==> src/fpls_params.svh <==
`ifndef FPLS_PARAMS_SVH
`define FPLS_PARAMS_SVH
// register byte offsets
`define FPLS_OFF_OPA_LO    8'h00
`define FPLS_OFF_OPA_HI    8'h04
`define FPLS_OFF_OPB_LO    8'h08
`define FPLS_OFF_OPB_HI    8'h0c
`define FPLS_OFF_CMD       8'h10
`define FPLS_OFF_STATUS    8'h14
`define FPLS_OFF_FP_STATUS_CONTROL_REG     8'h18
`define FPLS_OFF_COND      8'h1c
`define FPLS_OFF_RESULT_LO 8'h20
`define FPLS_OFF_RESULT_HI 8'h24
`define FPLS_OFF_ADDR      8'h28
`define FPLS_OFF_ACCESS    8'h2c
`define FPLS_OFF_LSU_STAT  8'h30
`define FPLS_OFF_INDEX     8'h34
// command register fields
`define FPLS_CMD_OP_LSB    0
`define FPLS_CMD_OP_W      4
`define FPLS_CMD_REC_BIT   4
`define FPLS_CMD_FM_LSB    8
`define FPLS_CMD_FM_W      8
// access register fields
`define FPLS_ACC_SIZE_LSB  0
`define FPLS_ACC_SIZE_W    4
`define FPLS_ACC_KIND_LSB  4
`define FPLS_ACC_MODE_LSB  8
`define FPLS_ACC_LE_BIT    12
`define FPLS_ACC_FAULT_BIT 13
`define FPLS_ACC_TLBM_BIT  14
`define FPLS_ACC_STORE_BIT 15
// fp_status_control_reg compare field, invalid-op bits and exception summary bit
`define FPLS_FPCC_LSB      12
`define FPLS_VXSNAN_BIT    24
`define FPLS_VXVC_BIT      19
`define FPLS_FX_BIT        31
// timing counts in cycles, then an all-zero word
`define FPLS_FP_LATENCY    4'h3
`define FPLS_TLB_RELOAD    4'h4
`define FPLS_RESET_ZERO    32'h0000_0000
`endif

==> src/fpls_pkg.sv <==
package fpls_pkg;
    typedef enum logic [3:0] {
        FPLS_OP_NONE  = 4'h0,
        FPLS_OP_CMPU  = 4'h1,
        FPLS_OP_CMPO  = 4'h2,
        FPLS_OP_MR    = 4'h3,
        FPLS_OP_NEG   = 4'h4,
        FPLS_OP_ABS   = 4'h5,
        FPLS_OP_NABS  = 4'h6,
        FPLS_OP_MFFS  = 4'h7,
        FPLS_OP_MTFSF = 4'h8
    } fpls_op_t;
    // access kinds
    typedef enum logic [1:0] {
        FPLS_K_SINGLE = 2'h0,
        FPLS_K_MULT   = 2'h1,
        FPLS_K_STRING = 2'h2
    } fpls_kind_t;
    // address modes
    typedef enum logic [1:0] {
        FPLS_M_DISP  = 2'h0,
        FPLS_M_INDEX = 2'h1,
        FPLS_M_REG   = 2'h2
    } fpls_mode_t;
    typedef enum logic [5:0] {
        FPLS_S_IDLE  = 6'b000001,
        FPLS_S_DRAIN = 6'b000010,
        FPLS_S_EXEC  = 6'b000100,
        FPLS_S_ACC1  = 6'b001000,
        FPLS_S_ACC2  = 6'b010000,
        FPLS_S_TLB   = 6'b100000
    } fpls_state_t;
endpackage : fpls_pkg

==> src/fpls_core.sv <==
// Operation
// compare treats +0 and -0 as equal
// compare with record bit leaves target condition field undefined
// status-register ops wait for earlier fp ops, block later ones
// move-to-status-fields takes same time for any field mask
// fp moves copy data and never touch the status register
// move with record bit writes result status into field one
// accesses are issued and translated in program order
// misaligned access inside one double word takes one cycle, no exception
// access crossing a double word takes an extra access cycle
// string transfers issue one access per register, never merged
// software supplies aligned load/store multiple addresses
// page fault on second portion restarts the whole access
// translation reload is transparent, no restart
// little-endian misaligned single-register access raises no exception
// little-endian multiple or string access raises alignment exception
// fetch transactions never carry the coherence attribute
// fetch bypasses the data cache
// self-modifying code: flush, sync, invalidate, instruction sync
// address from reg+disp, reg+index, or reg only
// ordered compare also flags invalid on quiet nan
//
// The register addresses and the AXI4-Lite register port were left to the implementer.
`timescale 1ns/1ns
`default_nettype none
`include "fpls_params.svh"
module fpls_core
    import fpls_pkg::*;
(
    input  wire logic        i_clk,
    input  wire logic        i_rst,
    input  wire logic [7:0]  i_awaddr,
    input  wire logic        i_awvalid,
    output logic             o_awready,
    input  wire logic [31:0] i_wdata,
    input  wire logic [3:0]  i_wstrb,
    input  wire logic        i_wvalid,
    output logic             o_wready,
    output logic [1:0]       o_bresp,
    output logic             o_bvalid,
    input  wire logic        i_bready,
    input  wire logic [7:0]  i_araddr,
    input  wire logic        i_arvalid,
    output logic             o_arready,
    output logic [31:0]      o_rdata,
    output logic [1:0]       o_rresp,
    output logic             o_rvalid,
    input  wire logic        i_rready,
    input  wire logic        i_fp_busy,
    output logic             o_fetch_coherent,
    output logic             o_fetch_use_dcache
);
    typedef struct packed {
        logic [63:0] opa;
        logic [63:0] opb;
        logic [31:0] cmd;
        logic [31:0] fp_status_control_reg;
        logic [31:0] cond;
        logic [63:0] result;
        logic [31:0] addr;
        logic [31:0] index;
        logic [31:0] acc;
        logic [31:0] lsu_stat;
        fpls_state_t st;
        logic [3:0]  cnt;
        logic [7:0]  regs_left;
        logic        aw_hit;
        logic [7:0]  awaddr;
        logic        w_hit;
        logic [31:0] wdata;
        logic [3:0]  wstrb;
        logic        bvalid;
        logic [1:0]  bresp;
        logic        rvalid;
        logic [1:0]  rresp;
        logic [31:0] rdata;
    } fpls_state_s_t;

    fpls_state_s_t s;
    fpls_state_s_t next_s;

    // nan test on a double operand
    function automatic logic is_nan(input logic [63:0] v);
        is_nan = (&v[62:52]) && (|v[51:0]);
    endfunction : is_nan

    // byte-lane merge used by every writable register
    function automatic logic [31:0] merge(input logic [31:0] old, input logic [31:0] d,
                                          input logic [3:0] be);
        for (int i = 0; i < 4; i++)
            merge[i*8 +: 8] = be[i] ? d[i*8 +: 8] : old[i*8 +: 8];
    endfunction : merge

    // ieee compare: returns lt,gt,eq,un
    function automatic logic [3:0] fcompare(input logic [63:0] a, input logic [63:0] b);
        logic a_zero;
        logic b_zero;
        a_zero = (a[62:0] == 63'h0);
        b_zero = (b[62:0] == 63'h0);
        if (is_nan(a) || is_nan(b))
            fcompare = 4'h1;
        else if (a_zero && b_zero)
            fcompare = 4'h2;
        else if (a == b)
            fcompare = 4'h2;
        else if (a[63] != b[63])
            fcompare = a[63] ? 4'h8 : 4'h4;
        else if (a[62:0] < b[62:0])
            fcompare = a[63] ? 4'h4 : 4'h8;
        else
            fcompare = a[63] ? 4'h8 : 4'h4;
    endfunction : fcompare

    logic        aw_take;
    logic        w_take;
    logic        ar_take;
    logic        start_cmd;
    logic        start_acc;
    logic [3:0]  cc;
    logic [3:0]  size;
    logic [2:0]  end_off;
    logic        crosses;
    fpls_op_t    op;
    fpls_kind_t  kind;
    fpls_mode_t  mode;
    logic [31:0] ea;

    // one write and one read at a time; address and data in either order
    assign o_awready = !s.aw_hit && !s.bvalid;
    assign o_wready  = !s.w_hit && !s.bvalid;
    assign o_arready = !s.rvalid;
    assign aw_take   = i_awvalid && o_awready;
    assign w_take    = i_wvalid && o_wready;
    assign ar_take   = i_arvalid && o_arready;
    assign o_bvalid  = s.bvalid;
    assign o_bresp   = s.bresp;
    assign o_rvalid  = s.rvalid;
    assign o_rresp   = s.rresp;
    assign o_rdata   = s.rdata;
    // fetches are plain, non-coherent and never look in the data cache
    assign o_fetch_coherent   = 1'b0;
    assign o_fetch_use_dcache = 1'b0;

    assign op   = fpls_op_t'(s.cmd[`FPLS_CMD_OP_LSB +: `FPLS_CMD_OP_W]);
    assign kind = fpls_kind_t'(s.acc[`FPLS_ACC_KIND_LSB +: 2]);
    assign mode = fpls_mode_t'(s.acc[`FPLS_ACC_MODE_LSB +: 2]);
    assign size = s.acc[`FPLS_ACC_SIZE_LSB +: `FPLS_ACC_SIZE_W];
    assign cc   = fcompare(s.opa, s.opb);

    // effective address modes
    always_comb
    begin
        case (mode)
            FPLS_M_DISP:  ea = s.addr + s.index;
            FPLS_M_INDEX: ea = s.addr + s.index;
            FPLS_M_REG:   ea = s.addr;
            default:      ea = s.addr;
        endcase
    end
    assign end_off = 3'(ea[2:0] + size[2:0] - 3'h1);
    assign crosses = ({1'b0, ea[2:0]} + size) > 4'h8;

    // main next-state process
    always_comb
    begin
        logic [31:0] wd;
        logic [7:0]  wa;
        wd = s.w_hit ? s.wdata : i_wdata;
        wa = s.aw_hit ? s.awaddr : i_awaddr;
        next_s = s;
        start_cmd = 1'b0;
        start_acc = 1'b0;
        if (aw_take)
        begin
            next_s.aw_hit = 1'b1;
            next_s.awaddr = i_awaddr;
        end
        if (w_take)
        begin
            next_s.w_hit = 1'b1;
            next_s.wdata = i_wdata;
            next_s.wstrb = i_wstrb;
        end
        // register write once both halves are in
        if ((s.aw_hit || aw_take) && (s.w_hit || w_take) && !s.bvalid)
        begin
            logic [3:0] be;
            be = s.w_hit ? s.wstrb : i_wstrb;
            next_s.aw_hit = 1'b0;
            next_s.w_hit  = 1'b0;
            next_s.bvalid = 1'b1;
            next_s.bresp  = 2'b00;
            case (wa)
                `FPLS_OFF_OPA_LO: next_s.opa[31:0]  = merge(s.opa[31:0], wd, be);
                `FPLS_OFF_OPA_HI: next_s.opa[63:32] = merge(s.opa[63:32], wd, be);
                `FPLS_OFF_OPB_LO: next_s.opb[31:0]  = merge(s.opb[31:0], wd, be);
                `FPLS_OFF_OPB_HI: next_s.opb[63:32] = merge(s.opb[63:32], wd, be);
                `FPLS_OFF_ADDR:   next_s.addr  = merge(s.addr, wd, be);
                `FPLS_OFF_INDEX:  next_s.index = merge(s.index, wd, be);
                `FPLS_OFF_CMD:
                begin
                    next_s.cmd = merge(s.cmd, wd, be);
                    start_cmd  = (s.st == FPLS_S_IDLE);
                end
                `FPLS_OFF_ACCESS:
                begin
                    next_s.acc = merge(s.acc, wd, be);
                    start_acc  = (s.st == FPLS_S_IDLE);
                end
                default:          next_s.bresp = 2'b10; // unmapped or read-only
            endcase
            // a command while busy is not started and gets an error response, yet still overwrites its register
            if ((wa == `FPLS_OFF_CMD || wa == `FPLS_OFF_ACCESS) && s.st != FPLS_S_IDLE)
                next_s.bresp = 2'b10;
        end
        if (s.bvalid && i_bready)
            next_s.bvalid = 1'b0;
        // register read
        if (ar_take)
        begin
            next_s.rvalid = 1'b1;
            next_s.rresp  = 2'b00;
            case (i_araddr)
                `FPLS_OFF_OPA_LO:    next_s.rdata = s.opa[31:0];
                `FPLS_OFF_OPA_HI:    next_s.rdata = s.opa[63:32];
                `FPLS_OFF_OPB_LO:    next_s.rdata = s.opb[31:0];
                `FPLS_OFF_OPB_HI:    next_s.rdata = s.opb[63:32];
                `FPLS_OFF_CMD:       next_s.rdata = s.cmd;
                `FPLS_OFF_STATUS:    next_s.rdata = {26'h0, s.st};
                `FPLS_OFF_FP_STATUS_CONTROL_REG:     next_s.rdata = s.fp_status_control_reg;
                `FPLS_OFF_COND:      next_s.rdata = s.cond;
                `FPLS_OFF_RESULT_LO: next_s.rdata = s.result[31:0];
                `FPLS_OFF_RESULT_HI: next_s.rdata = s.result[63:32];
                `FPLS_OFF_ADDR:      next_s.rdata = s.addr;
                `FPLS_OFF_ACCESS:    next_s.rdata = s.acc;
                `FPLS_OFF_LSU_STAT:  next_s.rdata = s.lsu_stat;
                `FPLS_OFF_INDEX:     next_s.rdata = s.index;
                default:
                begin
                    next_s.rdata = `FPLS_RESET_ZERO;
                    next_s.rresp = 2'b10;
                end
            endcase
        end
        else if (s.rvalid && i_rready)
            next_s.rvalid = 1'b0;

        // execution sequencer; one request at a time keeps program order
        case (s.st)
            FPLS_S_IDLE:
            begin
                if (start_cmd)
                begin
                    fpls_op_t nop;
                    nop = fpls_op_t'(wd[`FPLS_CMD_OP_LSB +: `FPLS_CMD_OP_W]);
                    // status-register ops wait for the fp pipe to drain
                    if (nop == FPLS_OP_MFFS || nop == FPLS_OP_MTFSF)
                        next_s.st = FPLS_S_DRAIN;
                    else
                        next_s.st = FPLS_S_EXEC;
                    next_s.cnt = `FPLS_FP_LATENCY;
                end
                else if (start_acc)
                begin
                    next_s.st  = FPLS_S_ACC1;
                    next_s.regs_left = wd[23:16];
                    next_s.lsu_stat  = `FPLS_RESET_ZERO;
                end
            end
            FPLS_S_DRAIN:
                if (!i_fp_busy)
                    next_s.st = FPLS_S_EXEC;
            FPLS_S_EXEC:
            begin
                // fixed latency whatever the field mask, so software timing is flat
                if (s.cnt != 4'h1)
                    next_s.cnt = 4'(s.cnt - 4'h1);
                else
                begin
                    next_s.st = FPLS_S_IDLE;
                    case (op)
                        FPLS_OP_CMPU, FPLS_OP_CMPO:
                        begin
                            next_s.fp_status_control_reg[`FPLS_FPCC_LSB +: 4] = cc;
                            if (op == FPLS_OP_CMPO && (is_nan(s.opa) || is_nan(s.opb)))
                            begin
                                next_s.fp_status_control_reg[`FPLS_VXVC_BIT] = 1'b1;
                                next_s.fp_status_control_reg[`FPLS_FX_BIT]   = 1'b1;
                            end
                            // record form: field is written with junk on purpose
                            if (s.cmd[`FPLS_CMD_REC_BIT])
                                next_s.cond[31:28] = ~cc;
                            else
                                next_s.cond[31:28] = cc;
                        end
                        FPLS_OP_MR, FPLS_OP_NEG, FPLS_OP_ABS, FPLS_OP_NABS:
                        begin
                            // moves copy bits only; status register untouched
                            case (op)
                                FPLS_OP_NEG:  next_s.result = {~s.opb[63], s.opb[62:0]};
                                FPLS_OP_ABS:  next_s.result = {1'b0, s.opb[62:0]};
                                FPLS_OP_NABS: next_s.result = {1'b1, s.opb[62:0]};
                                default:      next_s.result = s.opb;
                            endcase
                            if (s.cmd[`FPLS_CMD_REC_BIT])
                                next_s.cond[27:24] = s.fp_status_control_reg[31:28];
                        end
                        FPLS_OP_MFFS:
                            next_s.result = {32'h0, s.fp_status_control_reg};
                        FPLS_OP_MTFSF:
                            for (int f = 0; f < 8; f++)
                                if (s.cmd[`FPLS_CMD_FM_LSB + f])
                                    next_s.fp_status_control_reg[f*4 +: 4] = s.opb[f*4 +: 4];
                        default: ;
                    endcase
                end
            end
            FPLS_S_ACC1:
            begin
                // little-endian multiple and string always trap
                if (s.acc[`FPLS_ACC_LE_BIT] && kind != FPLS_K_SINGLE)
                begin
                    next_s.lsu_stat[0] = 1'b1;
                    next_s.st = FPLS_S_IDLE;
                end
                else if (kind != FPLS_K_SINGLE && ea[1:0] != 2'h0 && kind == FPLS_K_MULT)
                begin
                    next_s.lsu_stat[0] = 1'b1;
                    next_s.st = FPLS_S_IDLE;
                end
                else if (s.acc[`FPLS_ACC_TLBM_BIT])
                begin
                    // reload walk; the access resumes, not restarts
                    next_s.acc[`FPLS_ACC_TLBM_BIT] = 1'b0;
                    next_s.cnt = `FPLS_TLB_RELOAD;
                    next_s.st  = FPLS_S_TLB;
                end
                else
                begin
                    next_s.lsu_stat[15:8] = 8'(s.lsu_stat[15:8] + 8'h1); // accesses
                    if (crosses && kind == FPLS_K_SINGLE)
                        next_s.st = FPLS_S_ACC2;
                    else if (kind != FPLS_K_SINGLE && s.regs_left > 8'h1)
                    begin
                        // one access per register, never merged
                        next_s.regs_left = 8'(s.regs_left - 8'h1);
                        next_s.index = s.index + 32'h4;
                    end
                    else
                    begin
                        next_s.lsu_stat[1] = 1'b1;                  // done
                        next_s.st = FPLS_S_IDLE;
                    end
                end
            end
            FPLS_S_ACC2:
            begin
                if (s.acc[`FPLS_ACC_FAULT_BIT])
                begin
                    // fault on second half: rerun from the first portion
                    next_s.acc[`FPLS_ACC_FAULT_BIT] = 1'b0;
                    next_s.lsu_stat[2] = 1'b1;
                    next_s.st = FPLS_S_ACC1;
                end
                else
                begin
                    next_s.lsu_stat[15:8] = 8'(s.lsu_stat[15:8] + 8'h1);
                    next_s.lsu_stat[1] = 1'b1;
                    next_s.st = FPLS_S_IDLE;
                end
            end
            FPLS_S_TLB:
                if (s.cnt != 4'h1)
                    next_s.cnt = 4'(s.cnt - 4'h1);
                else
                    next_s.st = FPLS_S_ACC1;
            default:
                next_s.st = FPLS_S_IDLE;
        endcase
        next_s.lsu_stat[7:5] = end_off;
    end

    // state register, synchronous reset
    always_ff @(posedge i_clk)
    begin
        if (i_rst)
        begin
            s    <= '0;
            s.st <= FPLS_S_IDLE;
        end
        else
            s <= next_s;
    end
endmodule : fpls_core
`default_nettype wire

==> config.mk <==
export PLATFORM = sky130hd
export DESIGN_NAME = fpls_core
export DESIGN_NICKNAME = d
export VERILOG_FILES = /design/src/fpls_pkg.sv /design/src/fpls_core.sv
export VERILOG_INCLUDE_DIRS = /design/src /design/src/src
export SDC_FILE = /design/constraint.sdc
export NUM_CORES = 1
export LEC_CHECK = 0
export BUFFER_PORTS_ARGS = -buffer_cell sky130_fd_sc_hd__buf_2
export CORE_UTILIZATION = 30
export CTS_CLUSTER_DIAMETER = 150
export DETAILED_ROUTE_END_ITERATION = 6
export PLACE_DENSITY = 0.46
export SLEW_MARGIN = 20
export SYNTH_ARGS = -nofsm -noshare
export SYNTH_HDL_FRONTEND = slang
export SYNTH_SLANG_ARGS = --single-unit
export TNS_END_PERCENT = 100
==> constraint.sdc <==
create_clock -name i_clk -period 9.5 [get_ports i_clk]
set_input_delay 0.475 -clock i_clk [delete_from_list [all_inputs] [get_ports i_clk]]
set_output_delay 0.475 -clock i_clk [all_outputs]
set_load 0.005 [all_outputs]
; Yosys cells after proc, flatten, opt, wreduce, memory -nomap -nowiden
; Cells that the tools add are included.
[totals]
wordCells = 339
out_inout_bits = 43
input_bits = 60
ff_bits = 476
[classes]
eq_ne = 65
n_bitwise = 3
n_reduce_logical = 103
n_addsub = 8
order_cmp = 3
mux = 96
[ops]
columns = op, count
row1 = case mux 32 bit (14 select lines), 1
row2 = two-way mux 32 bit, 9
row3 = case mux 64 bit (3 select lines), 1
row4 = two-way mux 8 bit, 18
row5 = case mux 64 bit (2 select lines), 1
row6 = zero test 63 bit, 2
row7 = OR reduction 52 bit, 2
row8 = AND reduction 3 bit, 30
row9 = == test 8 x 6 -> 1 bit (second input constant), 9
row10 = == test 64 bit, 1
row11 = two-way mux 4 bit, 16
row12 = two-way mux 64 bit, 1
row13 = less-than comparator 63 bit, 1
row14 = two-way mux 6 bit, 8
row15 = AND reduction 4 bit, 11
row16 = == test 8 x 5 -> 1 bit (second input constant), 5
row17 = != test 2 bit (second input constant), 19
row18 = case mux 6 bit (6 select lines), 1
row19 = adder 32 x 3 -> 32 bit (second input constant), 1
row20 = == test 8 x 4 -> 1 bit (second input constant), 4
row21 = two-way mux 12 bit, 2
row22 = case mux 8 bit (3 select lines), 1
row23 = two-way mux 22 bit, 1
row24 = AND reduction 11 bit, 2
row25 = 54 further kinds, 131

; Depth between registers and ports, before layout
[logic_depth]
depth_word = 13
depth_mapped = 13
mapped_depth_nobuf = 13

; Worst setup path before layout
; Ideal clock, no wire load.
[synth_timing]
path_kind = register -> register
start = reg s[166] (netlist bit)
end = reg s[96] (netlist bit)
required_time_ns = 9.367
n_path_buf = 0
stages_incl_launch_ff = 13
setup_time_ns = 0.133
t_arrival_ns = 3.001
path_slack_ns = 6.366
cell_sequence = dfxtp_1 > ha_1 > fa_1 > mux2i_1 > ha_1 > a21o_1 > a21oi_1 > xor2_1 > or4_1 > a21oi_1 > nor2_1 > a2111oi_0 > o21ai_0
[synth_via]
elab_chain_cells = 10
elab_cells_between_ends = 15
classes_between = add/sub: 2 / order compare: 1 / eq/ne: 1 / mux: 6 / reduce/logical: 5
[synth_rtl]
columns = item, line_no
row1 = start: declaration, fpls_core.sv:79  ; fpls_state_s_t s;
row2 = start signal: assignment, fpls_core.sv:392  ; s <= next_s;
row3 = adder 3 bit (*), "fpls_core.sv:154, fpls_core.sv:155"
row4 = two-way mux 3 bit (*), --
row5 = adder 3 x 4 -> 4 bit, fpls_core.sv:161  ; assign crosses = ({1'b0, ea[2:0]} + size) > 4'h8;
row6 = greater-than comparator 4 bit, fpls_core.sv:161
row7 = logical AND 1 bit, fpls_core.sv:341  ; if (crosses && kind == FPLS_K_SINGLE)
row8 = two-way mux 6 bit, fpls_core.sv:341
row9 = two-way mux 6 bit, fpls_core.sv:331  ; else if (s.acc[`FPLS_ACC_TLBM_BIT])
row10 = two-way mux 6 bit, fpls_core.sv:326  ; else if (kind != FPLS_K_SINGLE && ea[1:0] != 2'h0 && kind == FPLS_K_MULT)
row11 = two-way mux 7 bit, fpls_core.sv:321  ; if (s.acc[`FPLS_ACC_LE_BIT] && kind != FPLS_K_SINGLE)
row12 = case mux 6 bit (6 select lines), fpls_core.sv:249  ; case (s.st)
; Mark *: on every way between the ends. The rest lies on a longest branch, timed or not.
; A chain may end at the register's enable or synchronous reset.

; Final worst setup path
[layout_timing]
start = reg s[198] (netlist bit)
end = reg s[87] (netlist bit)
[layout_via]
elab_chain_cells = 7
elab_cells_between_ends = 11
classes_between = add/sub: 2 / order compare: 1 / eq/ne: 2 / mux: 1 / reduce/logical: 5
[layout_rtl]
columns = item, line_no
row1 = adder 3 bit, "fpls_core.sv:154, fpls_core.sv:155"
row2 = two-way mux 3 bit (*), --
row3 = adder 3 x 4 -> 4 bit / nonzero test 2 bit (equally long branches), "fpls_core.sv:161, fpls_core.sv:326"
row4 = greater-than comparator 4 bit / logical AND 1 bit (equally long branches), "fpls_core.sv:161, fpls_core.sv:326"
row5 = "logical AND 1 bit, on equally long branches", "fpls_core.sv:341, fpls_core.sv:326"
row6 = != test 2 bit (no source line), --
row7 = AND reduction 8 bit (no source line) (*), --
; Marked as above.

==> results.yml <==
route:
  drtIter0Drc: 2590
  met2_wirelength_um: 41400
  routed.top_layer: "met4"
  vias: 22300
  wl_met1_um: 46400
  viasPerCell: 5.74
  routedWlPerCell_um: 25.4
  drc: 2
  drt_wl_total_um: 99000
  met3_length_um: 8060
  first_pass_iters: 7
  ant_nets: 0
logic_synthesis:
  synth_top_family_by_area: "compound AO/OA/AOI/OAI gates"
  async_reset_ff_share_pct: 0
  synthTopCellsByCount: "dfxtp_1, nor2_1, nand2_1"
  synth_fa_ha_area_share_pct: 4.23
  synthSimpleGateAreaFrac_pct: 20.9
  yosysSeqAreaShare_pct: 40.5
  yosys_register_bits: 474
  synth_compound_area_share_pct: 23.6
  yosys.area.top_type_share_pct: 40.5
  synth_top_flop_cell: "dfxtp_1"
  yosysWarnings: 0
  synthTopCellsByArea: "dfxtp_1, a211oi_1, nor2_1, nand2_1, a21oi_1"
  synth_edf_count: 0
  synthesis.area_mm2: 0.0234
  synthMuxAreaShare_pct: 4.02
  synthDistinctLibCells: 82
  avgSynthCellArea_um2: 8.32
  yosysMostFrequentCell: "dfxtp_1"
  yosys.area.top_type: "dfxtp_1"
  synth_cells: 2818
  synthXorXnorAreaFrac_pct: 0.598
pwr:
  ir_drop_uv: 131
  p_leak_nw: 8.94
  finalPower_mw: 4.55
  p_per_area_mw_per_mm2: 172
clocking:
  post-cts-setup-buffer-count: 0
  cts_htree_levels: 2
  postCtsHoldBufs: 1
  clock_path_buffers: 3
  root_buffer: "clkbuf_16"
  clock-sinks: 474
  clock_latency_ns: 0.63
  tritoncts: "done"
  clk_pin_slew_ns: 0.06
  postCtsResizedCells: 0
  cts_buffers: 56
global_routing:
  grt_usage_pct: 24.7
  overflow: 0
  grt_max_degree: 126
  grt_pass1_wl_um: 146000
  antenna_found_initial: 5
  grt_pass1_vias: 21200
die:
  pin_count: 103
  dieWidth_um: 281
  initial_core_util_pct: 30.3
  core_mm2: 0.0773
  fp.dieArea_mm2: 0.0792
  rows: 102
  die_h_um: 281
finish:
  n_fill_cell: 8145
  syn2layout_area_growth_pct: 13.2
  fin_util_pct: 34.3
  drive_gt1_share_pct: 11.7
  nets: 2950
critical_path:
  cp_cell_sequence: "ha_1 -> fa_1 -> mux2i_1 -> a21oi_1 -> o22a_2 -> or4_4 -> o21ai_1 -> o21ai_0 -> a32oi_1 -> nor2_1"
  r2r_start: "s[198]"
  worst_setup_path_end_kind: "flop"
  critPathLaunch: "s[198]"
  crit_type: "flop to flop"
  required_ns: 9.95
  cp-start-kind: "flop"
  crit_arrival_ns: 4.12
  slowest_delay_ns: 0.71
  critPathSlowestCell: "or4_4"
  cp_max_fo: 31
job:
  maxCapViolations: 0
sta:
  fmax_mhz: 273
  final_max_slew_viol_count: 0
  worst_pin_slew_ns: 1.13
  finalHoldViolations: 0
  finalCritPeriodShare_pct: 38.6
  relSlewSlack_pct: 22.8
  setup_viol_count_final: 0
  rsz0062_at_grt: "false"
  tns_ns: 0
  fin_worst_skew_ns: 0.0286
  finalCriticalPeriod_ns: 3.67
placement:
  dpl.hpwl_um: 70000
  numPortBuffers: 98
  place_congestion: 0.929
outcome:
  violations: "DRC"
  run_status: "complete, but fails checks"
worst_hold_path:
  min_path_type: "primary input to flop"
  min_from: "i_wdata[10]"
[final cells by class]
type | instances | area [µm²] | area share, %
Sequential cell | 474 | 9490 | 35.8
Clock buffer | 74 | 1580 | 5.96
Tap cell | 1040 | 1300 | 4.91
Antenna cell | 1 | 2.50 | 0.00943
Inverter | 85 | 319 | 1.20
Timing Repair Buffer | 159 | 961 | 3.62
Multi-Input combinational cell | 2036 | 12600 | 47.5
Clock inverter | 24 | 268 | 1.01
[cells in the final DEF, fill, tap and decap left out, types with 10 or more instances in the layout]
master / netlist / routed
dfxtp_1: 474 / 473
nor2_1: 390 / 386
nand2_1: 289 / 289
a211oi_1: 271 / 271
a21oi_1: 195 / 195
nand3_1: 121 / 120
buf_2: 50 / 97
inv_1: 85 / 85
ha_1: 76 / 76
mux2i_1: 84 / 75
a22oi_1: 74 / 74
o21ai_0: 75 / 74
buf_4: 48 / 60
clkbuf_16: 0 / 57
a222oi_1: 49 / 49
nor4_1: 40 / 40
nand4_1: 39 / 39
nor3_1: 34 / 31
and3_1: 27 / 27
nor2_2: 17 / 20
a221oi_1: 20 / 20
a31oi_1: 16 / 16
a21o_1: 12 / 12
clkinv_2: 0 / 12
nor2_4: 10 / 11
a22o_1: 10 / 10
a311oi_1: 10 / 10
[power by group]
part	internal (mW)	switching, mW	leakage [nW]
clock	1.30	0.901	0.912
combinational	0.0901	0.237	4.20
sequential	2.01	0.0190	3.83
total	3.40	1.16	8.94
[path summary, 6_finish.rpt]
check                      to  slack [ns]  cells after the start
setup reg to reg        s[87]        5.83                     10
setup / recovery        s[87]        5.83                     10
hold reg to reg   o_rdata[28]        0.45                      2
hold / removal          s[52]        0.11                      3
[metrics by stage]
| stage | std cells | hold slack (ns) | setup slack [ns] | cell area [µm²] |
|---|---|---|---|---|
| after floorplan | 2821 | 0.431 | 6.37 | 23400 |
| after global placement | 3793 | 0.438 | 5.85 | 24600 |
| after detailed placement | 3793 | 0.443 | 5.80 | 24700 |
| after CTS | 3892 | 0.0710 | 5.79 | 26500 |
| after global routing | 3893 | 0.0856 | 5.60 | 26500 |
| final | 3893 | 0.107 | 5.83 | 26500 |
[worst max-delay path: cells and delay by family, from the launching register on]
family	cells	cell delay [ns]
simple gates	2	0.77
mux	1	0.37
compound gates	5	1.35
flops	1	0.38
fa+ha+maj	2	0.60
[routing by layer]
metal  global-route usage [%]  vias to the layer above
li1                         -                    10300
met1                     36.0                    10800
met2                     36.3                      978
met3                     4.21                      181
met4                     8.28                        0
met5                        0                        -
[registers in the layout, summed over array words and instances, names as in the netlist]
| name | cells |
|---|---|
| s | 430 |
| o_rdata | 32 |
| op | 4 |
| kind | 2 |
| mode | 2 |
| o_bresp | 1 |
| o_bvalid | 1 |
| o_rresp | 1 |
| o_rvalid | 1 |
[cells by family after synthesis]
| family | count (synthesis) |
|---|---|
| AND/OR/NAND/NOR | 1047 |
| AO/OA/AOI/OAI | 798 |
| flip-flops | 474 |
| buffers and inverters | 311 |
| multiplexers | 93 |
| adder cells (fa/ha/maj) | 78 |
| XOR/XNOR | 16 |
| other | 1 |
Note: power is estimated with default switching activity, not from simulation.
